## src/logic/amc_pkg.sv

```systemverilog
// Package for the asynchronous memory host controller
package amc_pkg;
  localparam int ADDR_W        = 21;
  localparam int DATA_W        = 16;
  localparam int CLK_PERIOD_PS = 8000;
  // Timing minima in ns (startup in us), standard grade then extended temperature grade
  localparam int T_CYCLE_NS      = 35;
  localparam int T_CYCLE_AUTO_NS = 45;
  localparam int T_AV_END_NS     = 20;
  localparam int T_AV_END_AUTO_NS = 30;
  localparam int T_WPULSE_NS     = 15;
  localparam int T_DSETUP_NS     = 10;
  localparam int T_RECOVERY_NS   = 12;
  localparam int T_HIGH_NS       = 2;
  localparam int T_GACC_NS       = 15;
  localparam int T_GHZ_NS        = 10;
  localparam int T_EHZ_NS        = 15;
  localparam int T_STARTUP_US    = 2000;
  // Least times rounded up to whole clock periods
  function automatic int ns2cyc(input int ns);
    int c;
    c = (ns * 1000 + CLK_PERIOD_PS - 1) / CLK_PERIOD_PS;
    return (c < 1) ? 1 : c;
  endfunction : ns2cyc
  localparam int STARTUP_CYC = (T_STARTUP_US * 1000 * 1000) / CLK_PERIOD_PS;
  localparam int CNT_W       = 20;

  typedef enum logic [2:0] {
    AMC_ST_BOOT  = 3'b111,
    AMC_ST_IDLE  = 3'b001,
    AMC_ST_RACC  = 3'b011,
    AMC_ST_RFLT  = 3'b010,
    AMC_ST_WPUL  = 3'b101,
    AMC_ST_WREC  = 3'b100,
    AMC_ST_GAP   = 3'b000
  } amc_state_t;

  typedef struct packed {
    logic              write;
    logic [1:0]        byte_en;
    logic [ADDR_W-1:0] addr;
    logic [DATA_W-1:0] wdata;
  } amc_req_t;

  typedef struct packed {
    logic              chip_sel_n;
    logic              write_n;
    logic              out_drv_n;
    logic              upper_byte_sel_n;
    logic              lower_byte_sel_n;
    logic [ADDR_W-1:0] addr;
  } amc_ctl_t;
endpackage : amc_pkg

```

## src/logic/amc_host.sv

```systemverilog
// Host sequencer driving a clockless asynchronous 16-bit memory
`timescale 1ns/10ps
`default_nettype none
module amc_host
  import amc_pkg::*;
#(
  parameter bit AUTO_GRADE  = 1'b0,
  parameter int STARTUP_CNT = STARTUP_CYC
) (
  input  wire logic                  clk,
  input  wire logic                  reset,
  input  wire amc_pkg::amc_req_t     req,
  input  wire logic                  req_valid,
  output logic                       req_ready,
  output logic [amc_pkg::DATA_W-1:0] rd_data,
  output logic                       rd_valid,
  output amc_pkg::amc_ctl_t          mem_ctl,
  input  wire logic [amc_pkg::DATA_W-1:0] mem_dq_in,
  output logic [amc_pkg::DATA_W-1:0] mem_dq_out,
  output logic                       mem_dq_oe
);
  import amc_pkg::*;

  localparam int CYC_CYCLE = ns2cyc(AUTO_GRADE ? T_CYCLE_AUTO_NS : T_CYCLE_NS);
  localparam int CYC_AVEND = ns2cyc(AUTO_GRADE ? T_AV_END_AUTO_NS : T_AV_END_NS);
  localparam int CYC_WPUL  = (ns2cyc(T_WPULSE_NS) > CYC_AVEND) ? ns2cyc(T_WPULSE_NS) : CYC_AVEND;
  localparam int CYC_DSU   = ns2cyc(T_DSETUP_NS);
  localparam int CYC_WP    = (CYC_WPUL > CYC_DSU) ? CYC_WPUL : CYC_DSU;
  localparam int CYC_REC   = ns2cyc(T_RECOVERY_NS) > ns2cyc(T_HIGH_NS) ? ns2cyc(T_RECOVERY_NS) : ns2cyc(T_HIGH_NS);
  localparam int CYC_RACC  = ns2cyc(AUTO_GRADE ? T_CYCLE_AUTO_NS : T_CYCLE_NS) + 1;
  localparam int CYC_RFLT  = ns2cyc(T_EHZ_NS) > ns2cyc(T_GHZ_NS) ? ns2cyc(T_EHZ_NS) : ns2cyc(T_GHZ_NS);

  amc_state_t        state_q, state_d;
  logic [CNT_W-1:0]  cnt_q, cnt_d;
  logic [CNT_W-1:0]  span_q, span_d;
  amc_req_t          cur_q, cur_d;
  amc_ctl_t          ctl_q, ctl_d;
  logic              oe_q, oe_d;
  logic [DATA_W-1:0] rdat_q, rdat_d;
  logic              rval_q, rval_d;
  logic [DATA_W-1:0] dq_s1_q, dq_s2_q;
  logic [DATA_W-1:0] dq_s1_d, dq_s2_d;

  // Two-stage synchroniser on the data pins
  always_comb begin
    dq_s1_d = mem_dq_in;
    dq_s2_d = dq_s1_q;
  end

  always_ff @(posedge clk) begin
    dq_s1_q <= dq_s1_d;
    dq_s2_q <= dq_s2_d;
  end

  // Ready only once select spacing elapsed
  assign req_ready  = (state_q == AMC_ST_IDLE) && (span_q >= CNT_W'(CYC_CYCLE));
  assign rd_data    = rdat_q;
  assign rd_valid   = rval_q;
  assign mem_ctl    = ctl_q;
  assign mem_dq_out = cur_q.wdata;
  assign mem_dq_oe  = oe_q;

  // Cycles since last select fall, saturating
  always_comb begin
    span_d = span_q;
    if (state_q == AMC_ST_BOOT) begin
      span_d = CNT_W'(CYC_CYCLE);
    end else if (req_valid && req_ready) begin
      span_d = '0;
    end else if (span_q != {CNT_W{1'b1}}) begin
      span_d = span_q + CNT_W'(1);
    end
  end

  always_ff @(posedge clk) begin
    if (reset) begin
      span_q <= '0;
    end else begin
      span_q <= span_d;
    end
  end

  // Word taken after access and sync delay
  always_comb begin
    rdat_d = rdat_q;
    rval_d = 1'b0;
    if ((state_q == AMC_ST_RACC) && (cnt_q >= CNT_W'(CYC_RACC + 1))) begin
      rdat_d = dq_s2_q;
      rval_d = 1'b1;
    end
  end

  always_ff @(posedge clk) begin
    if (reset) begin
      rdat_q <= '0;
      rval_q <= 1'b0;
    end else begin
      rdat_q <= rdat_d;
      rval_q <= rval_d;
    end
  end

  // Pin sequencer, one bus cycle at a time
  always_comb begin
    state_d = state_q;
    cnt_d   = cnt_q + CNT_W'(1);
    cur_d   = cur_q;
    ctl_d   = ctl_q;
    oe_d    = oe_q;
    case (state_q)
      AMC_ST_BOOT: begin
        if (cnt_q >= CNT_W'(STARTUP_CNT - 1)) begin
          state_d = AMC_ST_IDLE;
        end
      end
      AMC_ST_IDLE: begin
        cnt_d = '0;
        if (req_valid && req_ready) begin
          cur_d      = req;
          ctl_d.addr = req.addr;
          ctl_d.chip_sel_n = 1'b0;
          ctl_d.upper_byte_sel_n = ~req.byte_en[1];
          ctl_d.lower_byte_sel_n = ~req.byte_en[0];
          if (req.write) begin
            ctl_d.write_n = 1'b0;
            oe_d          = 1'b1;
            state_d       = AMC_ST_WPUL;
          end else begin
            ctl_d.write_n   = 1'b1;
            ctl_d.out_drv_n = 1'b0;
            state_d         = AMC_ST_RACC;
          end
        end
      end
      AMC_ST_RACC: begin
        if (cnt_q >= CNT_W'(CYC_RACC + 1)) begin
          ctl_d.chip_sel_n = 1'b1;
          ctl_d.out_drv_n  = 1'b1;
          ctl_d.upper_byte_sel_n = 1'b1;
          ctl_d.lower_byte_sel_n = 1'b1;
          cnt_d   = '0;
          state_d = AMC_ST_RFLT;
        end
      end
      AMC_ST_RFLT: begin
        if (cnt_q >= CNT_W'(CYC_RFLT - 1)) begin
          cnt_d   = '0;
          state_d = AMC_ST_GAP;
        end
      end
      AMC_ST_WPUL: begin
        if (cnt_q >= CNT_W'(CYC_WP - 1)) begin
          ctl_d.write_n    = 1'b1;
          ctl_d.chip_sel_n = 1'b1;
          ctl_d.upper_byte_sel_n = 1'b1;
          ctl_d.lower_byte_sel_n = 1'b1;
          cnt_d   = '0;
          state_d = AMC_ST_WREC;
        end
      end
      AMC_ST_WREC: begin
        // Address and data held through recovery
        if (cnt_q >= CNT_W'(CYC_REC - 1)) begin
          oe_d    = 1'b0;
          cnt_d   = '0;
          state_d = AMC_ST_GAP;
        end
      end
      AMC_ST_GAP: begin
        // Controls stay high, cycle from address
        state_d = AMC_ST_IDLE;
      end
      default: state_d = AMC_ST_BOOT;
    endcase
  end

  always_ff @(posedge clk) begin
    if (reset) begin
      state_q <= AMC_ST_BOOT;
      cnt_q   <= '0;
      cur_q   <= '0;
      ctl_q   <= '{chip_sel_n: 1'b1, write_n: 1'b1, out_drv_n: 1'b1,
                   upper_byte_sel_n: 1'b1, lower_byte_sel_n: 1'b1, addr: '0};
      oe_q    <= 1'b0;
    end else begin
      state_q <= state_d;
      cnt_q   <= cnt_d;
      cur_q   <= cur_d;
      ctl_q   <= ctl_d;
      oe_q    <= oe_d;
    end
  end
endmodule : amc_host
`default_nettype wire

```

## config.mk

```make
export PLATFORM = sky130hd
export DESIGN_NAME = amc_host
export DESIGN_NICKNAME = d
export VERILOG_FILES = /design/src/logic/amc_pkg.sv /design/src/logic/amc_host.sv
export SDC_FILE = /design/constraint.sdc
export NUM_CORES = 1
export LEC_CHECK = 0
export BUFFER_PORTS_ARGS = -buffer_cell sky130_fd_sc_hd__buf_2
export CAP_MARGIN = 20
export CORE_MARGIN = 2
export CORE_UTILIZATION = 50
export DETAILED_ROUTE_END_ITERATION = 12
export PLACE_DENSITY_LB_ADDON = 0.15
export SLEW_MARGIN = 20
export SYNTH_ARGS = -nofsm -noshare
export SYNTH_HDL_FRONTEND = slang
export SYNTH_SLANG_ARGS = --single-unit
```

## constraint.sdc

```tcl
create_clock -name clk -period 3.4 [get_ports clk]
set_input_delay 0.51 -clock clk [delete_from_list [all_inputs] [get_ports clk]]
set_output_delay 0.51 -clock clk [all_outputs]
set_load 0.01 [all_outputs]
```

# ---- Word-level counts from Yosys, hierarchy flattened
# Cells that the tools add are included.
dict set report word_totals {
  reg_bits 135
  in_bits 59
  out_inout_bits 61
  wordCells 86
}
dict set report op_classes {
  addsub 2
  n_lt_le_gt_ge 5
  eq_ne 15
  muxes 29
  n_bitwise 2
  n_reduce_logical 17
}
# operator count
set op_table {}
lappend op_table {{20-bit one-hot mux with 4 select lines} 1}
lappend op_table {{20-bit two-way mux} 3}
lappend op_table {{20-bit by 1-bit adder with 20-bit output, second input constant} 2}
lappend op_table {{20-bit by 3-bit >= comparator with 1-bit output, second input constant} 2}
lappend op_table {{3-bit two-way mux} 10}
lappend op_table {{26-bit two-way mux} 1}
lappend op_table {{20-bit by 1-bit >= comparator with 1-bit output, second input constant} 1}
lappend op_table {{20-bit by 18-bit >= comparator with 1-bit output, second input constant} 1}
lappend op_table {{20-bit by 2-bit >= comparator with 1-bit output, second input constant} 1}
lappend op_table {{20-bit != test, second input constant} 1}
lappend op_table {{3-bit one-hot mux with 6 select lines} 1}
lappend op_table {{4-bit AND reduction} 3}
lappend op_table {{3-bit == test, second input constant} 3}
lappend op_table {{2-bit by 1-bit != test with 1-bit output, second input constant} 4}
lappend op_table {{2-bit != test, second input constant} 4}
lappend op_table {{1-bit two-way mux} 7}
lappend op_table {{3-bit by 2-bit == test with 1-bit output, second input constant} 2}
lappend op_table {{1-bit one-hot mux with 2 select lines} 3}
lappend op_table {{2-bit one-hot mux with 3 select lines} 1}
lappend op_table {{2-bit nonzero test} 3}
lappend op_table {{3-bit nonzero test} 2}
lappend op_table {{5-bit AND reduction} 1}
lappend op_table {{3-bit by 1-bit == test with 1-bit output, second input constant} 1}
lappend op_table {{1-bit logical AND} 3}
lappend op_table {{other kinds (8)} 9}

# ---- Logic depth before layout (Yosys ltp)
# Gate-level depths: netlist (run 1).
dict set report logic_depth {
  ltp_word 5
  ltp_mapped 9
  mapped_depth_nobuf 7
}

# ---- Least setup slack after synthesis (run 1)
# No wires, ideal clock.
dict set report synth_timing {
  path_kind {register to register}
  start {reg span_q[1]}
  end {reg span_q[10]}
  setup_ns 0.064
  arrival_time_ns 1.977
  required_time_ns 3.336
  path_slack_ns 1.359
  stages_incl_launch_ff 10
  n_path_buf 2
  period_less_slack_ns 2.041
  cell_sequence {dfxtp_1 > inv_1 > ha_1 > nand2b_1 > a2111oi_2 > a21o_1 > buf_2 > nand3_2 > buf_2 > nor2_1}
}
dict set report synth_via {
  elab_chain_cells 4
  elab_cells_between_ends 6
}
# item line_no
set synth_rtl {}
lappend synth_rtl {{from (decl)} amc_host.sv:35} ;# logic [CNT_W-1:0] span_q, span_d;
lappend synth_rtl {{from (signal assigned)} amc_host.sv:79} ;# span_q <= span_d;
lappend synth_rtl {{20-bit by 3-bit >= comparator with 1-bit output} amc_host.sv:56} ;# assign req_ready = (state_q == AMC_ST_IDLE) && (span_q >= CNT_W'(CYC_CYCLE));
lappend synth_rtl {{1-bit logical AND} amc_host.sv:56}
lappend synth_rtl {{1-bit logical AND} amc_host.sv:68} ;# end else if (req_valid && req_ready) begin
lappend synth_rtl {{3-bit OR reduction (no line)} -}
# Parallel ways exist; a longest one is shown, timed or not.
# A chain may end at the register's enable or synchronous reset.

# ---- Worst setup path in the final report (run 1)
dict set report layout_timing {
  start {reg span_q[1]}
  end {out req_ready}
}
dict set report layout_via {
  elab_chain_cells 2
}
# item line_no
set layout_rtl {}
lappend layout_rtl {{20-bit by 3-bit >= comparator with 1-bit output} amc_host.sv:56}
lappend layout_rtl {{1-bit logical AND} amc_host.sv:56}
lappend layout_rtl {{to (decl)} amc_host.sv:14} ;# output logic req_ready,
# No other way between the ends.

==> results of run 1 <==
[layout by cell type, fill, tap and decap left out, types with 7 or more instances in the layout]
master | netlist | layout
nor3_1 | 12 | 12
inv_8 | 0 | 8
a21oi_1 | 47 | 46
inv_1 | 12 | 12
ha_1 | 7 | 7
dfxtp_1 | 135 | 135
clkbuf_16 | 0 | 16
o21ai_0 | 7 | 7
nor2_1 | 63 | 63
mux2i_1 | 19 | 19
xor2_1 | 14 | 14
buf_2 | 10 | 119
nand3_1 | 20 | 20
xnor2_1 | 18 | 18
a31oi_1 | 7 | 7
nand2_1 | 90 | 90
nor4_1 | 10 | 10
nand4_1 | 7 | 7
[report_power, final]
| part | total, mW | internal (mW) | switching [mW] |
|---|---|---|---|
| combinational | 0.417 | 0.181 | 0.236 |
| sequential | 1.72 | 1.64 | 0.0783 |
| clock | 1.80 | 1.02 | 0.780 |
[stage by stage]
stage                     util (%)  setup slack, ns
final                         63.1            0.496
after global placement        57.3            0.979
after CTS                     63.1            0.483
after floorplan                  -             1.36
after detailed placement      57.3            0.865
after global routing          63.1            0.332
[per-layer routing]
metal,part of all wire (%),wire length (um),vias up
met4,1.6,175,0
met3,6.3,682,12
met1,45,4870,1981
li1,-,-,2178
met5,0,0,-
met2,47,5090,125
[critical path, cell delays in order (launching register included)]
cell and delay, ns:
dfxtp_1 0.38, inv_1 0.09, ha_1 0.18, nand2b_1 0.15, a2111oi_2 0.66, a21oi_1 0.22, buf_2 0.20
[logic make-up (layout without fill, tap and decap cells)]
group | after synthesis | count (layout) | share of synthesized area [%]
adders and majority gates | 7 | 7 | 1.70
muxes | 19 | 19 | 3.69
xor gates and xnor gates | 32 | 32 | 5.44
DFF | 135 | 135 | 52.4
and+or+nand+nor | 244 | 244 | 22.7
AOI/OAI and AO/OA | 88 | 88 | 10.7
buffers and inverters | 40 | 168 | 3.37
[flip-flops by register name, summed over array words and instances (netlist names)]
signal and cells:
mem_ctl 26, cnt_q 20, span_q 20, dq_s1_q 16
dq_s2_q 16, mem_dq_out 16, rd_data 16, state_q 3
mem_dq_oe 1, rd_valid 1
[cell type report]
cell class,instances,area share (%)
clock buffer,17,6.45
inverter,12,0.701
clock inverter,15,2.73
timing repair buffer,124,9.85
sequential,135,42.1
tap,136,2.65
multi-input combinational,390,35.6
[final timing paths]
kind	to	cells past startpoint	startpoint	slack, ns
setup / recovery	req_ready	6	span_q[1]$_SDFFE_PP0N_	0.50
hold / removal	dq_s1_q[8]$_DFF_P_	1	mem_dq_in[8]	0.09
setup reg to reg	mem_ctl[24]$_SDFFE_PP1P_	8	span_q[1]$_SDFFE_PP0N_	0.86
hold reg to reg	dq_s2_q[0]$_DFF_P_	0	dq_s1_q[0]$_DFF_P_	0.33
==> metrics.csv, run 1 <==
metric,value,unit
critPathMaxFanout,5,
ctsRootBufferMaster,clkbuf_8,
synth_seq_cells,135,
critPathCaptureType,primary output,
power.density,613,mW/mm^2
grt_pass1_vias,3890,
die-height,106,um
multi_input_area,0.00228,mm^2
ctsHoldBuffers,0,
grt_max_degree,62,
cp_data_required_time,2.89,ns
yosysMostFrequentCell,dfxtp_1,
num_vias,4296,
routed_via_density,5.18,
ys.flop_type,dfxtp_1,
drive_above_1_share,24.7,%
hold_viol,0,
grt_pass1_wl,17800,um
clkTransAtPathRegs,0.07,ns
htreeDepth,4,
setup_viol,0,
synth_top_cell_by_area,dfxtp_1,
synth.distinct_cells,58,
slew-limit-headroom,38.7,%
period_share,85.4,%
place.gp.congestion,0.859,
fillers,880,
grtUsageMet2,31.5,%
fmax,0.344,GHz
grt_usage,19.6,%
cts_tree,yes,
synthCells,565,
async_flop_share,0,%
dp.cells,797,
post_cts_buffers,0,
met1_usage,24.5,%
fin_cells,829,
hold_path.class,input port to register,
placementRows,37,
antenna_found_initial,0,
rsz0062_at_grt,no,
hpwl,7560,um
p_leak,2.75,nW
dieArea,0.0111,mm^2
final_antenna_net_count,0,
grt-ovfl-total,0,
critPathLaunchType,register,
die_w,106,um
clock_skew,0.0140,ns
tns,0,ns
ys_top_cells_by_count,"dfxtp_1 (135), nand2_1 (90), nor2_1 (63), a21oi_1 (47), nand3_1 (20)",
insertion_delay,0.52,ns
regArea,0.00270,mm^2
cts_sinks,135,
syn2layout_area_growth,24.7,%
synth.top_cell.area_share,52.4,%
gr-max-usage-layer,met2,
start_util,50.6,%
synth_nets,631,
ys_warn_count,0,
io_buffers,119,
worstSetupPathType,register to primary output,
coreArea,0.0102,mm^2
cts_resized,0,
wl,10800,um
diodes,0,
wl_per_cell,13.1,um
ios,120,
syn_avg_cell_area,9.12,um^2
first_iter_violations,249,
cts_made_buffers,17,
synthTopCellsByArea,"dfxtp_1 (52%), nand2_1 (6.6%), nor2_1 (4.6%)",
peakVddDrop,0.398,mV
final_nets,746,
cp_data_arrival_time,2.39,ns
drv_cap,0,
globalRouteMet3Util,6.12,%
syn_area,0.00515,mm^2
p_total,3.94,mW
status,finished clean,
synth_edf_count,0,
fin_area,0.00642,mm^2
ys_seq_area_share,52.4,%
cts_buffer_depth,2,
layout_min_cycle_time,2.90,ns
route.detailed.drc,0,
dpl_cell_area,0.00584,mm^2
slew_violations,0,
first_pass_iters,4,
worst_pin_slew,0.911,ns
whs,0.0881,ns
(Power assumes the default switching activity.)
==> inputs of run 2 (changes only) <==
--- a/config.mk
+++ b/config.mk
@@ -7,7 +7,6 @@
 export LEC_CHECK = 0
 export BUFFER_PORTS_ARGS = -buffer_cell sky130_fd_sc_hd__buf_2
 export CAP_MARGIN = 20
-export CORE_MARGIN = 2
 export CORE_UTILIZATION = 50
 export DETAILED_ROUTE_END_ITERATION = 12
 export PLACE_DENSITY_LB_ADDON = 0.15
==> metrics.csv, run 2 (synthesized netlist as in run 1, its figures left out) <==
metric,value,unit
ctsRootBufferMaster,clkbuf_8,
r2r_cells,8,
power_frac_seq,43.4,%
cts_resized,0,
insertion_delay,0.52,ns
grt_max_degree,62,
layout_commonest_cell,dfxtp_1,
power.density,618,mW/mm^2
grt_usage,22.1,%
dp.cells,794,
drv_cap,0,
p_leak,2.74,nW
fin_cells,826,
hold_path.class,input port to register,
wl_per_cell,13.7,um
power_switching,1.07,mW
regArea,0.00270,mm^2
grt-ovfl-total,0,
coreArea,0.00986,mm^2
largest_reg_flops,26,
peakVddDrop,0.378,mV
hold_viol,0,
critPathSlowestCell,a2111oi_2,
first_pass_iters,4,
first_iter_violations,219,
die_w,104,um
worstSetupPathType,register to primary output,
io_buffers,119,
utilization,65.1,%
hold_depth,1,
ios,120,
period_share,83.6,%
final_antenna_net_count,0,
ctsHoldBuffers,0,
cts_buffer_depth,2,
cp_data_required_time,2.89,ns
htreeDepth,4,
wl,11300,um
rsz0062_at_grt,no,
slew-limit-headroom,38.3,%
layout_min_cycle_time,2.84,ns
status,finished clean,
antenna_found_initial,0,
cts_tree,yes,
critPathMaxFanout,5,
post_cts_buffers,0,
die-height,104,um
dieArea,0.0107,mm^2
clock_skew,0.0229,ns
num_vias,4329,
diodes,0,
cpPeakStageDelay,0.61,ns
p_total,3.97,mW
fillers,801,
cts_sinks,135,
clkTransAtPathRegs,0.07,ns
clock_power_share,46.0,%
cts_made_buffers,17,
worst_pin_slew,0.918,ns
pwr-share-comb,10.6,%
place.gp.congestion,0.855,
swShare,26.9,%
multi_input_area,0.00228,mm^2
p_int,2.90,mW
route.detailed.drc,0,
start_util,52.2,%
worstPathCellList,"inv_1, ha_1, nand2b_1, a2111oi_2, a21oi_1, buf_2",
critPathLaunchType,register,
hpwl,7630,um
grt_pass1_wl,19400,um
grt_pass1_vias,4201,
routed_via_density,5.24,
most-common-layout-cells,"dfxtp_1 (135), buf_2 (119), nand2_1 (90)",
critPathCaptureType,primary output,
drive_above_1_share,24.7,%
cp_data_arrival_time,2.33,ns
placementRows,36,
syn2layout_area_growth,24.7,%
slew_violations,0,
setup_viol,0,
tns,0,ns
fmax,0.352,GHz
final_nets,746,
[run 2: power groups by stage]
| stage | Combinational [mW] | Sequential (mW) | Clock (mW) |
|---|---|---|---|
| floorplan | 0.324 | 1.72 | 0 |
| global placement | 0.402 | 1.75 | 0 |
| detailed placement | 0.415 | 1.75 | 0 |
| CTS | 0.418 | 1.72 | 1.87 |
| global route | 0.474 | 1.73 | 1.93 |
| finish | 0.420 | 1.72 | 1.83 |
[run 2: area by class of cell]
| type | count | area share [%] |
|---|---|---|
| clock buffers | 17 | 6.44 |
| clock inverters | 15 | 2.80 |
| inverters | 12 | 0.701 |
| multi-input cells | 390 | 35.6 |
| flip-flops and latches | 135 | 42.1 |
| well taps | 133 | 2.59 |
| repair buffers | 124 | 9.85 |
[run 2: worst paths after layout]
| check | start | endpoint | slack (ns) |
|---|---|---|---|
| setup / recovery | span_q[1]$_SDFFE_PP0N_ | req_ready | 0.56 |
| hold / removal | mem_dq_in[5] | dq_s1_q[5]$_DFF_P_ | 0.09 |
| setup reg to reg | span_q[1]$_SDFFE_PP0N_ | span_q[15]$_SDFFE_PP0N_ | 0.59 |
| hold reg to reg | dq_s1_q[11]$_DFF_P_ | dq_s2_q[11]$_DFF_P_ | 0.33 |
[run 2: per-layer routing]
| metal | up-vias | global-route usage [%] | part of all wire (%) |
|---|---|---|---|
| met2 | 115 | 38.3 | 50 |
| met3 | 10 | 5.85 | 4.6 |
| met1 | 2027 | 26.3 | 44 |
| li1 | 2177 | - | - |
| met5 | - | 0 | 0 |
| met4 | 0 | 7.97 | 1.2 |
[run 2: through the flow]
step	setup slack (ns)	hold slack [ns]	area (um^2)
5_1_grt	0.266	0.0704	6430
3_5_place_dp	0.590	0.312	5830
3_3_place_gp	0.741	0.310	5830
2_1_floorplan	1.36	0.310	5150
4_1_cts	0.533	0.0689	6430
6_report	0.557	0.0865	6430
[run 2: worst max-delay path, delay by kind of cell (launching register included)]
kind | cells | cell delay (ns)
DFF | 1 | 0.39
buffers and inverters | 2 | 0.29
AOI/OAI and AO/OA | 2 | 0.81
adders and majority gates | 1 | 0.18
and+or+nand+nor | 1 | 0.15
